## config.mk

```make
export PLATFORM = sky130hd
export DESIGN_NAME = wdc_watchdog
export DESIGN_NICKNAME = d
export VERILOG_FILES = /design/src/inc/wdc_pkg.sv /design/src/logic/wdc_step_divider.sv /design/src/logic/wdc_reset_pulse.sv /design/src/logic/wdc_watchdog.sv
export VERILOG_INCLUDE_DIRS = /design/src /design/src/inc
export SDC_FILE = /design/constraint.sdc
export NUM_CORES = 1
export LEC_CHECK = 0
export ABC_CLOCK_PERIOD_IN_PS = 1700
export BUFFER_PORTS_ARGS = -buffer_cell sky130_fd_sc_hd__buf_2
export CAP_MARGIN = 20
export CORE_MARGIN = 2
export CORE_UTILIZATION = 46
export DETAILED_ROUTE_END_ITERATION = 8
export PLACE_DENSITY_LB_ADDON = 0.1
export SKIP_LAST_GASP = 1
export SYNTH_ARGS = -nofsm -noshare
export SYNTH_HDL_FRONTEND = slang
export SYNTH_SLANG_ARGS = --single-unit
```

## constraint.sdc

```tcl
create_clock -name sys_clk -period 1.7 [get_ports sys_clk]
set_input_delay 0.255 -clock sys_clk [delete_from_list [all_inputs] [get_ports sys_clk]]
set_output_delay 0.255 -clock sys_clk [all_outputs]
set_load 0.1 [all_outputs]
```

## src/inc/wdc_map.svh

```systemverilog
`ifndef WDC_MAP_SVH
`define WDC_MAP_SVH

`define WDC_CTRL_ADDR 8'hD8
`define WDC_CTRL_RESET 8'hFE
`define WDC_ACT_BIT 0
`define WDC_SOFT_RESET_BIT 1
`define WDC_CLK_HZ 40000000
`define WDC_STEP_CYCLES 3072
`define WDC_PULSE_NS 500
`define WDC_PULSE_CYCLES ((`WDC_PULSE_NS * (`WDC_CLK_HZ / 1000000) + 999) / 1000)

`endif

```

## src/inc/wdc_pkg.sv

```systemverilog
package wdc_pkg;
    typedef enum logic [1:0] {
        WDC_RUN,
        WDC_FROZEN
    } wdc_state_t;
    typedef enum logic [1:0] {
        WDC_STOP_NORMAL,
        WDC_STOP_AS_WAIT,
        WDC_STOP_FREEZE
    } wdc_stop_t;
endpackage : wdc_pkg

```

## src/logic/wdc_step_divider.sv

```systemverilog
`include "wdc_map.svh"

module wdc_step_divider #(
    parameter int STEP_CYCLES = `WDC_STEP_CYCLES
) (
    // Clock and reset.
    input wire logic sys_clk,
    input wire logic resetn,
    // Control.
    input wire logic run,
    input wire logic restart,
    // Step.
    output logic stepPulse
);
    logic [15:0] divCnt_reg;

    // Freezing holds the partial count so a resumed step is not lost.
    always_ff @(posedge sys_clk) begin
        if (!resetn || restart) begin
            divCnt_reg <= 16'h0000;
        end else if (run) begin
            if (divCnt_reg == 16'(STEP_CYCLES - 1)) begin
                divCnt_reg <= 16'h0000;
            end else begin
                divCnt_reg <= divCnt_reg + 16'h0001;
            end
        end
    end

    assign stepPulse = run && !restart && (divCnt_reg == 16'(STEP_CYCLES - 1));
endmodule : wdc_step_divider

```

## src/logic/wdc_reset_pulse.sv

```systemverilog
`include "wdc_map.svh"

module wdc_reset_pulse #(
    parameter int PULSE_CYCLES = `WDC_PULSE_CYCLES
) (
    // Clock and reset.
    input wire logic sys_clk,
    input wire logic resetn,
    // Trigger.
    input wire logic fire,
    // Reset pin.
    output logic resetPinN
);
    logic [7:0] pulseCnt_reg;

    always_ff @(posedge sys_clk) begin
        if (!resetn) begin
            pulseCnt_reg <= 8'h00;
        end else if (fire && pulseCnt_reg == 8'h00) begin
            pulseCnt_reg <= 8'(PULSE_CYCLES);
        end else if (pulseCnt_reg != 8'h00) begin
            pulseCnt_reg <= pulseCnt_reg - 8'h01;
        end
    end

    always_ff @(posedge sys_clk) begin
        if (!resetn) begin
            resetPinN <= 1'b1;
        end else begin
            resetPinN <= !(fire || (pulseCnt_reg > 8'h01));
        end
    end
endmodule : wdc_reset_pulse

```

## src/logic/wdc_watchdog.sv

```systemverilog
`include "wdc_map.svh"

module wdc_watchdog #(
    parameter int STEP_CYCLES = `WDC_STEP_CYCLES,
    parameter int PULSE_CYCLES = `WDC_PULSE_CYCLES
) (
    // Clock and reset.
    input wire logic sys_clk,
    input wire logic resetn,
    // Register port.
    input wire logic [7:0] regAddr,
    input wire logic [7:0] regWdata,
    input wire logic regWrite,
    input wire logic regRead,
    output logic [7:0] regRdata,
    // Options and pins.
    input wire logic activationSourceOption,
    input wire logic externalStopControlOption,
    input wire logic nmiPin,
    // Core low power handshake.
    input wire logic stopInstr,
    input wire logic wakeInterrupt,
    output logic enterStop,
    output logic enterWait,
    output logic stopped,
    // Reset request and activation status.
    output logic resetPinN,
    output logic watchdogActive
);
    logic [6:0] count_reg;
    logic act_reg;
    wdc_pkg::wdc_state_t state_reg;
    wdc_pkg::wdc_stop_t stopKind;
    logic hit;
    logic ctrlWrite;
    logic stepPulse;
    logic fire;
    logic [7:0] regImage;

    // Map register bits to the counter, counter LSB at bit 7.
    function automatic logic [6:0] reg_to_count(input logic [7:0] r);
        logic [6:0] c;
        c = 7'h00;
        for (int i = 0; i < 6; i++) begin
            c[i] = r[7 - i];
        end
        c[6] = r[`WDC_SOFT_RESET_BIT];
        return c;
    endfunction : reg_to_count

    function automatic logic [7:0] count_to_reg(input logic [6:0] c, input logic a);
        logic [7:0] r;
        r = 8'h00;
        for (int i = 0; i < 6; i++) begin
            r[7 - i] = c[i];
        end
        r[`WDC_SOFT_RESET_BIT] = c[6];
        r[`WDC_ACT_BIT] = a;
        return r;
    endfunction : count_to_reg

    assign hit = (regAddr == `WDC_CTRL_ADDR);
    assign ctrlWrite = regWrite && hit;
    assign watchdogActive = act_reg || activationSourceOption;

    // Hardware option forces the bit high; the software option latches a 1 until reset.
    always_ff @(posedge sys_clk) begin
        if (!resetn) begin
            act_reg <= 1'b0;
        end else if (activationSourceOption) begin
            act_reg <= 1'b1;
        end else if (ctrlWrite && regWdata[`WDC_ACT_BIT]) begin
            act_reg <= 1'b1;
        end
    end

    // Stop decision, combinational so the core sees it in the same cycle.
    always_comb begin
        if (!watchdogActive) begin
            stopKind = wdc_pkg::WDC_STOP_NORMAL;
        end else if (!externalStopControlOption) begin
            stopKind = wdc_pkg::WDC_STOP_AS_WAIT;
        end else if (!nmiPin) begin
            stopKind = wdc_pkg::WDC_STOP_AS_WAIT;
        end else begin
            stopKind = wdc_pkg::WDC_STOP_FREEZE;
        end
    end

    assign enterStop = stopInstr && (stopKind != wdc_pkg::WDC_STOP_AS_WAIT);
    assign enterWait = stopInstr && (stopKind == wdc_pkg::WDC_STOP_AS_WAIT);
    assign stopped = (state_reg == wdc_pkg::WDC_FROZEN);

    // Frozen only for a real stop; the free timer of an inactive watchdog also halts
    // in stop since the core clock is gone then.
    always_ff @(posedge sys_clk) begin
        if (!resetn) begin
            state_reg <= wdc_pkg::WDC_RUN;
        end else begin
            unique case (state_reg)
                wdc_pkg::WDC_RUN: begin
                    if (enterStop) begin
                        state_reg <= wdc_pkg::WDC_FROZEN;
                    end
                end
                wdc_pkg::WDC_FROZEN: begin
                    if (wakeInterrupt) begin
                        state_reg <= wdc_pkg::WDC_RUN;
                    end
                end
                default: begin
                    state_reg <= wdc_pkg::WDC_RUN;
                end
            endcase
        end
    end

    wdc_step_divider #(
        .STEP_CYCLES(STEP_CYCLES)
    ) u_wdc_step_divider (
        .sys_clk(sys_clk),
        .resetn(resetn),
        .run(state_reg == wdc_pkg::WDC_RUN),
        .restart(ctrlWrite),
        .stepPulse(stepPulse)
    );

    // A write beats a decrement in the same cycle, so the new timeout is never shortened.
    always_ff @(posedge sys_clk) begin
        if (!resetn) begin
            count_reg <= reg_to_count(`WDC_CTRL_RESET);
        end else if (ctrlWrite) begin
            count_reg <= reg_to_count(regWdata);
        end else if (stepPulse) begin
            count_reg <= count_reg - 7'h01;
        end
    end

    // Soft reset bit clear while active, by write or by countdown.
    assign fire = watchdogActive && !count_reg[6];

    wdc_reset_pulse #(
        .PULSE_CYCLES(PULSE_CYCLES)
    ) u_wdc_reset_pulse (
        .sys_clk(sys_clk),
        .resetn(resetn),
        .fire(fire),
        .resetPinN(resetPinN)
    );

    // Reads see the live count; a read across a step is the reason software reads twice.
    assign regImage = count_to_reg(count_reg, watchdogActive);
    always_ff @(posedge sys_clk) begin
        if (!resetn) begin
            regRdata <= 8'h00;
        end else if (regRead && hit) begin
            regRdata <= regImage;
        end else begin
            regRdata <= 8'h00;
        end
    end
endmodule : wdc_watchdog

```

==> flow_summary_export.csv, run 1 <==
group,metric,value,unit
layout,largest_register_ffs,16,
clock_network,clock_latency,290,ps
timing,tightest_slew,483,ps
layout,final_design_area_no_fill,2770,um2
floorplan,io_pins,38,
place,dpl_cell_area,2590,um2
pwr,p_comb_frac,0.326,
timing,skew,4.77,ps
global_routing,vias_in_the_first_global_route,1739,
worst_setup_path,reg2reg_to,"count_reg[1]$_SDFFE_PN1P_",
route,post-route-drc-count,0,
logic_synthesis,synth-edff-count,0,
worst_setup_path,slowest_stage,"or4b_4",
min_path,hold_path.startpoint,"regWdata[6]",
worst_setup_path,crit_path_start,"u_wdc_step_divider.divCnt_reg[12]$_SDFFE_PP0N_",
pwr,ir_drop,0.749,mV
pwr,leakage,1.23,nW
route,detail_route.vias_per_cell,5.15,
global_routing,antenna_found_initial,0,
clock_network,cts_tree,"done",
logic_synthesis,synth-warning-count,0,
floorplan,die_h,70.5,um
logic_synthesis,synth_fp_nets,252,
clock_network,path_clk_slew,80,ps
global_routing,track_usage,0.185,
global_routing,grt.overflow.total,0,
timing,timing.max_slew.rel_slack,0.673,
timing,worst_hold_slack,182,ps
run_status,failed_checks,"negative setup slack",
timing,timing.final.ws_setup,-112,ps
worst_setup_path,worstRegToRegCells,5,
pwr,power.density_cell_area,982,nW/um2
logic_synthesis,netlist_area,2030,um2
timing,setup_repair_after_global_routing_missed_its_margin,"true",
logic_synthesis,synthesis.instances,222,
pwr,swShare,0.329,
timing,slew_violations,0,
route,drtIter0Drc,73,
timing,timing.final.crit_period,1810,ps
global_routing,wire_length_of_the_first_global_routing_pass,7400,um
global_routing,pin_count_of_the_biggest_net_entering_global_routing,15,
floorplan,floorplan.die_area,4970,um2
logic_synthesis,synth_top_cell_area_share,0.413,
route,final_antenna_net_count,0,
timing,timing.final.setup_violations,21,
route,finalWirelength,4450,um
layout,fill_cell_count,369,
layout,n_antenna_cell,0,
layout,post_layout_nonfiller_instances,354,
worst_setup_path,timing.critical_path.slowest_cell_delay,540,ps
min_path,whs_endpoint,"count_reg[1]$_SDFFE_PN1P_",
worst_setup_path,worst_ep_required_time,1920,ps
pwr,clock_power_share,0.248,
place,io_buffers,37,
route,vias,1822,
worst_setup_path,crit_fanout,9,
layout,proportion_of_layout_cells_with_a_drive_suffix_above_1,0.374,
floorplan,floorplan.core_area,4290,um2
logic_synthesis,synth_common_cells,"dfxtp_1 (42), nor2_1 (21), nand2_1 (15)",
worst_setup_path,critical_path_buf_inv_count,1,
logic_synthesis,postSynthRegisterBits,42,
route,drt-pass1-iter-count,4,
logic_synthesis,synth.top_cells.by_area,"dfxtp_1 (41%), nor2_1 (3.9%), xor2_1 (3.9%)",
worst_setup_path,chain_of_cells_forming_the_critical_path,"or4b_4, and4b_1, buf_6, mux2_2, o211ai_1",
worst_setup_path,cpLargestDelayFamily,"simple AND/OR/NAND/NOR gates",
layout,num-nets-final,331,
min_path,hp-class,"in -> reg",
floorplan,num_rows,24,
clock_network,htree_num_levels,2,
pwr,p_sw,0.000895,W
pwr,power.share.sequential,0.427,
timing,hold_violations,0,
worst_setup_path,path_class,"reg -> reg",
place,hpwl,3310,um
timing,fmaxAchievable,552,MHz
logic_synthesis,synth_area_per_cell,9.16,um2
clock_network,ctsRootBufferMaster,"clkbuf_8",
pwr,power.total,0.00273,W
worst_setup_path,cp-start-kind,"flop",
logic_synthesis,yosysUniqueCellTypes,53,
route,drt-wirelength-per-cell,12.6,um
floorplan,starting_density_of_the_core,0.474,
clock_network,cts.path.max_buffers,2,
clock_network,numCtsBuffers,5,
run_status,outcome,"complete, but fails checks",
worst_setup_path,arrival,2040,ps
clock_network,cts.sinks,42,
layout,area_growth_syn_to_layout,36.3,%
worst_setup_path,worst-r2r-setup-slack,-110,ps
min_path,worstHoldPathCells,3,
logic_synthesis,synth-main-ff-cell,"dfxtp_1",
logic_synthesis,yosys.area.top_type,"dfxtp_1",
run,drv.max_cap_violation_count,0,
logic_synthesis,synth_most_common_cell,"dfxtp_1",
worst_setup_path,regToRegStartpoint,"u_wdc_step_divider.divCnt_reg[12]$_SDFFE_PP0N_",
logic_synthesis,share_of_the_yosys_chip_area_belonging_to_registers,0.413,
place,routabilityCongestion,0.775,
pwr,internal_power,0.00183,W
logic_synthesis,share_of_flip_flops_with_an_asynchronous_set_or_reset,0,
timing,setup_total_negative_slack,-604,ps
place,dp.cells,342,
timing,min_period_over_period,1.07,
worst_setup_path,setup.worst_path.end_class,"flop",
floorplan,fp.dieW,70.5,um
==> power groups by stage <==
| stage | Combinational, W | Clock (W) | Sequential [W] |
|---|---|---|---|
| after global placement | 0.000844 | 0 | 0.00118 |
| after CTS | 0.000864 | 0.000695 | 0.00116 |
| after floorplan | 0.000502 | 0 | 0.00127 |
| after detailed placement | 0.000856 | 0 | 0.00118 |
| after global routing | 0.000986 | 0.000738 | 0.00117 |
| final | 0.000888 | 0.000675 | 0.00116 |
==> through the flow <==
stage,setup slack [ps],util
after floorplan,-252,-
after global placement,-97.6,0.603
after detailed placement,-117,0.603
after CTS,-110,0.632
after global routing,-155,0.646
final,-112,0.646
==> per-layer routing <==
metal,up-vias,global-route usage,share of wire
met5,-,0,0
li1,949,-,-
met4,0,0.0684,0.014
met3,7,0.0447,0.031
met1,835,0.240,0.49
met2,31,0.300,0.46
==> how the worst max path moves through the flow <==
stage | slack (ps) | cells past startpoint | to
final | -110 | 5 | count_reg[1]$_SDFFE_PN1P_
after global routing | -150 | 5 | count_reg[1]$_SDFFE_PN1P_
after CTS | -110 | 5 | count_reg[1]$_SDFFE_PN1P_
after detailed placement | -120 | 5 | count_reg[1]$_SDFFE_PN1P_
after global placement | -100 | 5 | count_reg[1]$_SDFFE_PN1P_
after floorplan | -250 | 8 | u_wdc_step_divider.divCnt_reg[10]$_SDFFE_PP0N_
==> final cells by class <==
type | count | area (um2) | area share
well taps | 52 | 65.1 | 0.0235
inverters | 13 | 48.8 | 0.0176
repair buffers | 82 | 582 | 0.210
clock inverters | 2 | 12.5 | 0.00451
multi-input cells | 157 | 1140 | 0.410
flip-flops and latches | 42 | 845 | 0.304
clock buffers | 6 | 82.6 | 0.0298
==> worst min-delay path, delay by kind of cell <==
kind	cells	cell delay, ps
buf+inv	1	70
compound gates	1	70
simple gates	1	40
==> layout by cell type (no fill, tap or decap), types with 3 or more instances in the layout <==
master / synthesis / final
xor2_1: 9 / 9
nand2_1: 15 / 15
nor2_1: 21 / 21
a21oi_1: 11 / 9
nor3_1: 3 / 3
clkbuf_8: 0 / 6
nor4_1: 8 / 6
buf_4: 0 / 42
o21ai_0: 5 / 5
ha_1: 5 / 5
or3_1: 5 / 5
buf_12: 0 / 4
and2_1: 8 / 8
buf_2: 4 / 35
nand3_1: 6 / 6
dfxtp_1: 42 / 41
inv_1: 13 / 13
a311oi_1: 5 / 5
xnor2_1: 6 / 6
nand4_1: 4 / 4
==> kinds of logic (layout without fill, tap and decap cells) <==
kind of cell | count (synthesis) | after routing | synth area share
flops | 42 | 42 | 0.413
buf+inv | 23 | 103 | 0.0566
xor+xnor | 15 | 15 | 0.0646
compound gates | 33 | 33 | 0.113
simple gates | 102 | 102 | 0.311
mux | 2 | 2 | 0.0105
fa+ha+maj | 5 | 5 | 0.0308
==> repair_timing <==
action | CTS | global route
resized for setup | 2 | 10
buffers inserted | 3 | 1
setup endpoints to repair | 21 | 27
pin swaps | 5 | 2
hold buffers | 0 | 0
Note: power is estimated with default switching activity, not from simulation.
==> run 2: changes to the inputs <==
BUFFER_PORTS_ARGS = unset   (was -buffer_cell sky130_fd_sc_hd__buf_2)
DONT_BUFFER_PORTS = 1   (was unset)
PLACE_DENSITY = 0.7   (was unset)
PLACE_DENSITY_LB_ADDON = unset   (was 0.1)
==> run 2 against run 1 <==
Against the previous run: the run still ends with negative setup slack left; die area is the same; sequential share of layout area is 2.9 points higher; first-iteration DRC count is 5.5% higher; cell count decreased by 10%; largest cell class unchanged; total power shrank 4.8%; critical path type unchanged; routed wire length down 3.5%; utilization shrank 5.4 points.
==> flow_summary_export.csv, run 2 (same netlist as run 1, synthesis figures left out) <==
group,metric,value,unit
run_status,outcome,"complete, but fails checks",
run_status,failed_checks,"negative setup slack",
floorplan,num_rows,24,
pwr,clock_power_share,0.231,
clock_network,cts.path.max_buffers,2,
clock_network,cts.sinks,42,
pwr,ir_drop,0.832,mV
worst_setup_path,path_class,"reg -> reg",
route,final_antenna_net_count,0,
layout,multi_input_comb_area,1120,um2
layout,num-nets-final,295,
global_routing,vias_in_the_first_global_route,1665,
timing,timing.max_slew.rel_slack,0.704,
place,dpl_cell_area,2410,um2
min_path,hp-class,"in -> reg",
layout,n_antenna_cell,0,
layout,area_growth_syn_to_layout,24.9,%
global_routing,track_usage,0.182,
clock_network,cts_tree,"done",
layout,proportion_of_layout_cells_with_a_drive_suffix_above_1,0.275,
layout,final_design_area_no_fill,2540,um2
layout,most-common-layout-cells,"buf_4 (41), dfxtp_1 (39), nor2_1 (21)",
layout,fill_cell_count,385,
floorplan,floorplan.die_area,4970,um2
pwr,swShare,0.325,
route,finalWirelength,4300,um
pwr,leakage,1.04,nW
pwr,p_sw,0.000843,W
route,drtIter0Drc,77,
worst_setup_path,timing.critical_path.slowest_cell_delay,530,ps
worst_setup_path,crit_fanout,5,
floorplan,floorplan.core_area,4290,um2
place,detailedPlace.worstSlack,-107,ps
timing,skew,5.78,ps
timing,setup_total_negative_slack,-932,ps
pwr,p_comb_frac,0.318,
clock_network,numCtsBuffers,5,
pwr,power.share.sequential,0.451,
route,drt-pass1-iter-count,4,
layout,layout.cells.most_common,"buf_4",
worst_setup_path,arrival,2020,ps
layout,ff_latch_area,847,um2
timing,timing.final.crit_period,1800,ps
timing,timing.final.ws_setup,-99.4,ps
pwr,power.density_cell_area,1020,nW/um2
timing,setup_repair_after_global_routing_missed_its_margin,"true",
timing,fmaxAchievable,556,MHz
clock_network,path_clk_slew,80,ps
clock_network,post_cts_hold_buffer_count,0,
timing,timing.final.setup_violations,20,
timing,min_period_over_period,1.06,
route,post-route-drc-count,0,
run,drv.max_cap_violation_count,0,
route,detail_route.vias_per_cell,5.44,
worst_setup_path,worst_ep_required_time,1920,ps
layout,largest_register_ffs,16,
timing,hold_violations,0,
floorplan,fp.dieW,70.5,um
floorplan,starting_density_of_the_core,0.474,
floorplan,io_pins,38,
clock_network,clock_latency,290,ps
route,vias,1726,
worst_setup_path,cp-start-kind,"flop",
timing,tightest_slew,433,ps
route,drt-wirelength-per-cell,13.6,um
place,routabilityCongestion,0.796,
clock_network,htree_num_levels,2,
place,hpwl,3030,um
worst_setup_path,chain_of_cells_forming_the_critical_path,"or4b_4, and4b_1, buf_6, mux2_4, o211ai_1",
global_routing,pin_count_of_the_biggest_net_entering_global_routing,18,
worst_setup_path,slowest_stage,"or4b_4",
place,io_buffers,0,
clock_network,ctsRootBufferMaster,"clkbuf_8",
global_routing,antenna_found_initial,0,
worst_setup_path,setup.worst_path.end_class,"flop",
floorplan,die_h,70.5,um
timing,slew_violations,0,
pwr,internal_power,0.00175,W
global_routing,wire_length_of_the_first_global_routing_pass,7160,um
global_routing,grt.overflow.total,0,
-- run 2: cell types whose count changed in the layout (fill, tap and decap cells not counted), moves of 2 or more --
cell | previous run | this run
a21oi_1 | 9 | 11
a21oi_2 | 2 | 0
buf_2 | 35 | 1
clkbuf_1 | 0 | 2
dfxtp_1 | 41 | 39
dfxtp_2 | 0 | 2
-- run 2: final cells by class --
class,instances,area share
multi-input cells,157,0.441
well taps,52,0.0256
flip-flops and latches,42,0.333
repair buffers,46,0.151
clock buffers,7,0.0300
inverters,13,0.0192
-- run 2: worst max-delay path, delay by kind of cell (launching register included) --
family	cells	cell delay [ps]
muxes	1	300
AOI/OAI and AO/OA	1	140
and+or+nand+nor	2	840
buffers and inverters	1	130
DFF	1	320
-- run 2: repair_timing --
item | 4_1_cts | 5_1_grt
buffers inserted | 1 | 0
gates resized for setup | 4 | 6
setup endpoints to repair | 20 | 28
pin swaps | 7 | 5
cloned | 1 | 0
-- run 2: through the flow --
| stage | utilization | instances | total power, W | hold WS, ps |
|---|---|---|---|---|
| finish | 0.592 | 317 | 0.00260 | 31.4 |
| global route | 0.592 | 317 | 0.00274 | 17.3 |
| detailed placement | 0.561 | 308 | 0.00199 | 339 |
| CTS | 0.584 | 317 | 0.00259 | 25.0 |
| global placement | 0.561 | 308 | 0.00197 | 336 |
| floorplan | - | 222 | 0.00178 | 394 |
-- run 2: power by group through the flow --
stage	logic, W	registers, W	clock network, W
CTS	0.000807	0.00116	0.000619
finish	0.000826	0.00117	0.000600
global placement	0.000783	0.00118	0
floorplan	0.000502	0.00127	0
detailed placement	0.000800	0.00119	0
global route	0.000895	0.00118	0.000663
-- run 2: worst paths after layout --
path,slack (ps),startpoint,to,cells after the start
worst max-delay path,-100,u_wdc_step_divider.divCnt_reg[13]$_SDFFE_PP0N_,count_reg[1]$_SDFFE_PN1P_,5
worst min-delay path,30,resetn,u_wdc_reset_pulse.resetPinN$_SDFF_PN1_,1
worst max register to register,-100,u_wdc_step_divider.divCnt_reg[13]$_SDFFE_PP0N_,count_reg[1]$_SDFFE_PN1P_,5
worst min register to register,490,u_wdc_step_divider.divCnt_reg[11]$_SDFFE_PP0N_,u_wdc_step_divider.divCnt_reg[11]$_SDFFE_PP0N_,2
-- run 2: per-layer routing --
layer | global-route usage | wire length, um | up-vias
met1 | 0.217 | 1920 | 790
met4 | 0.0897 | 85 | 0
met3 | 0.0476 | 197 | 7
met2 | 0.303 | 2090 | 45
li1 | - | - | 884
met5 | 0 | 0 | -
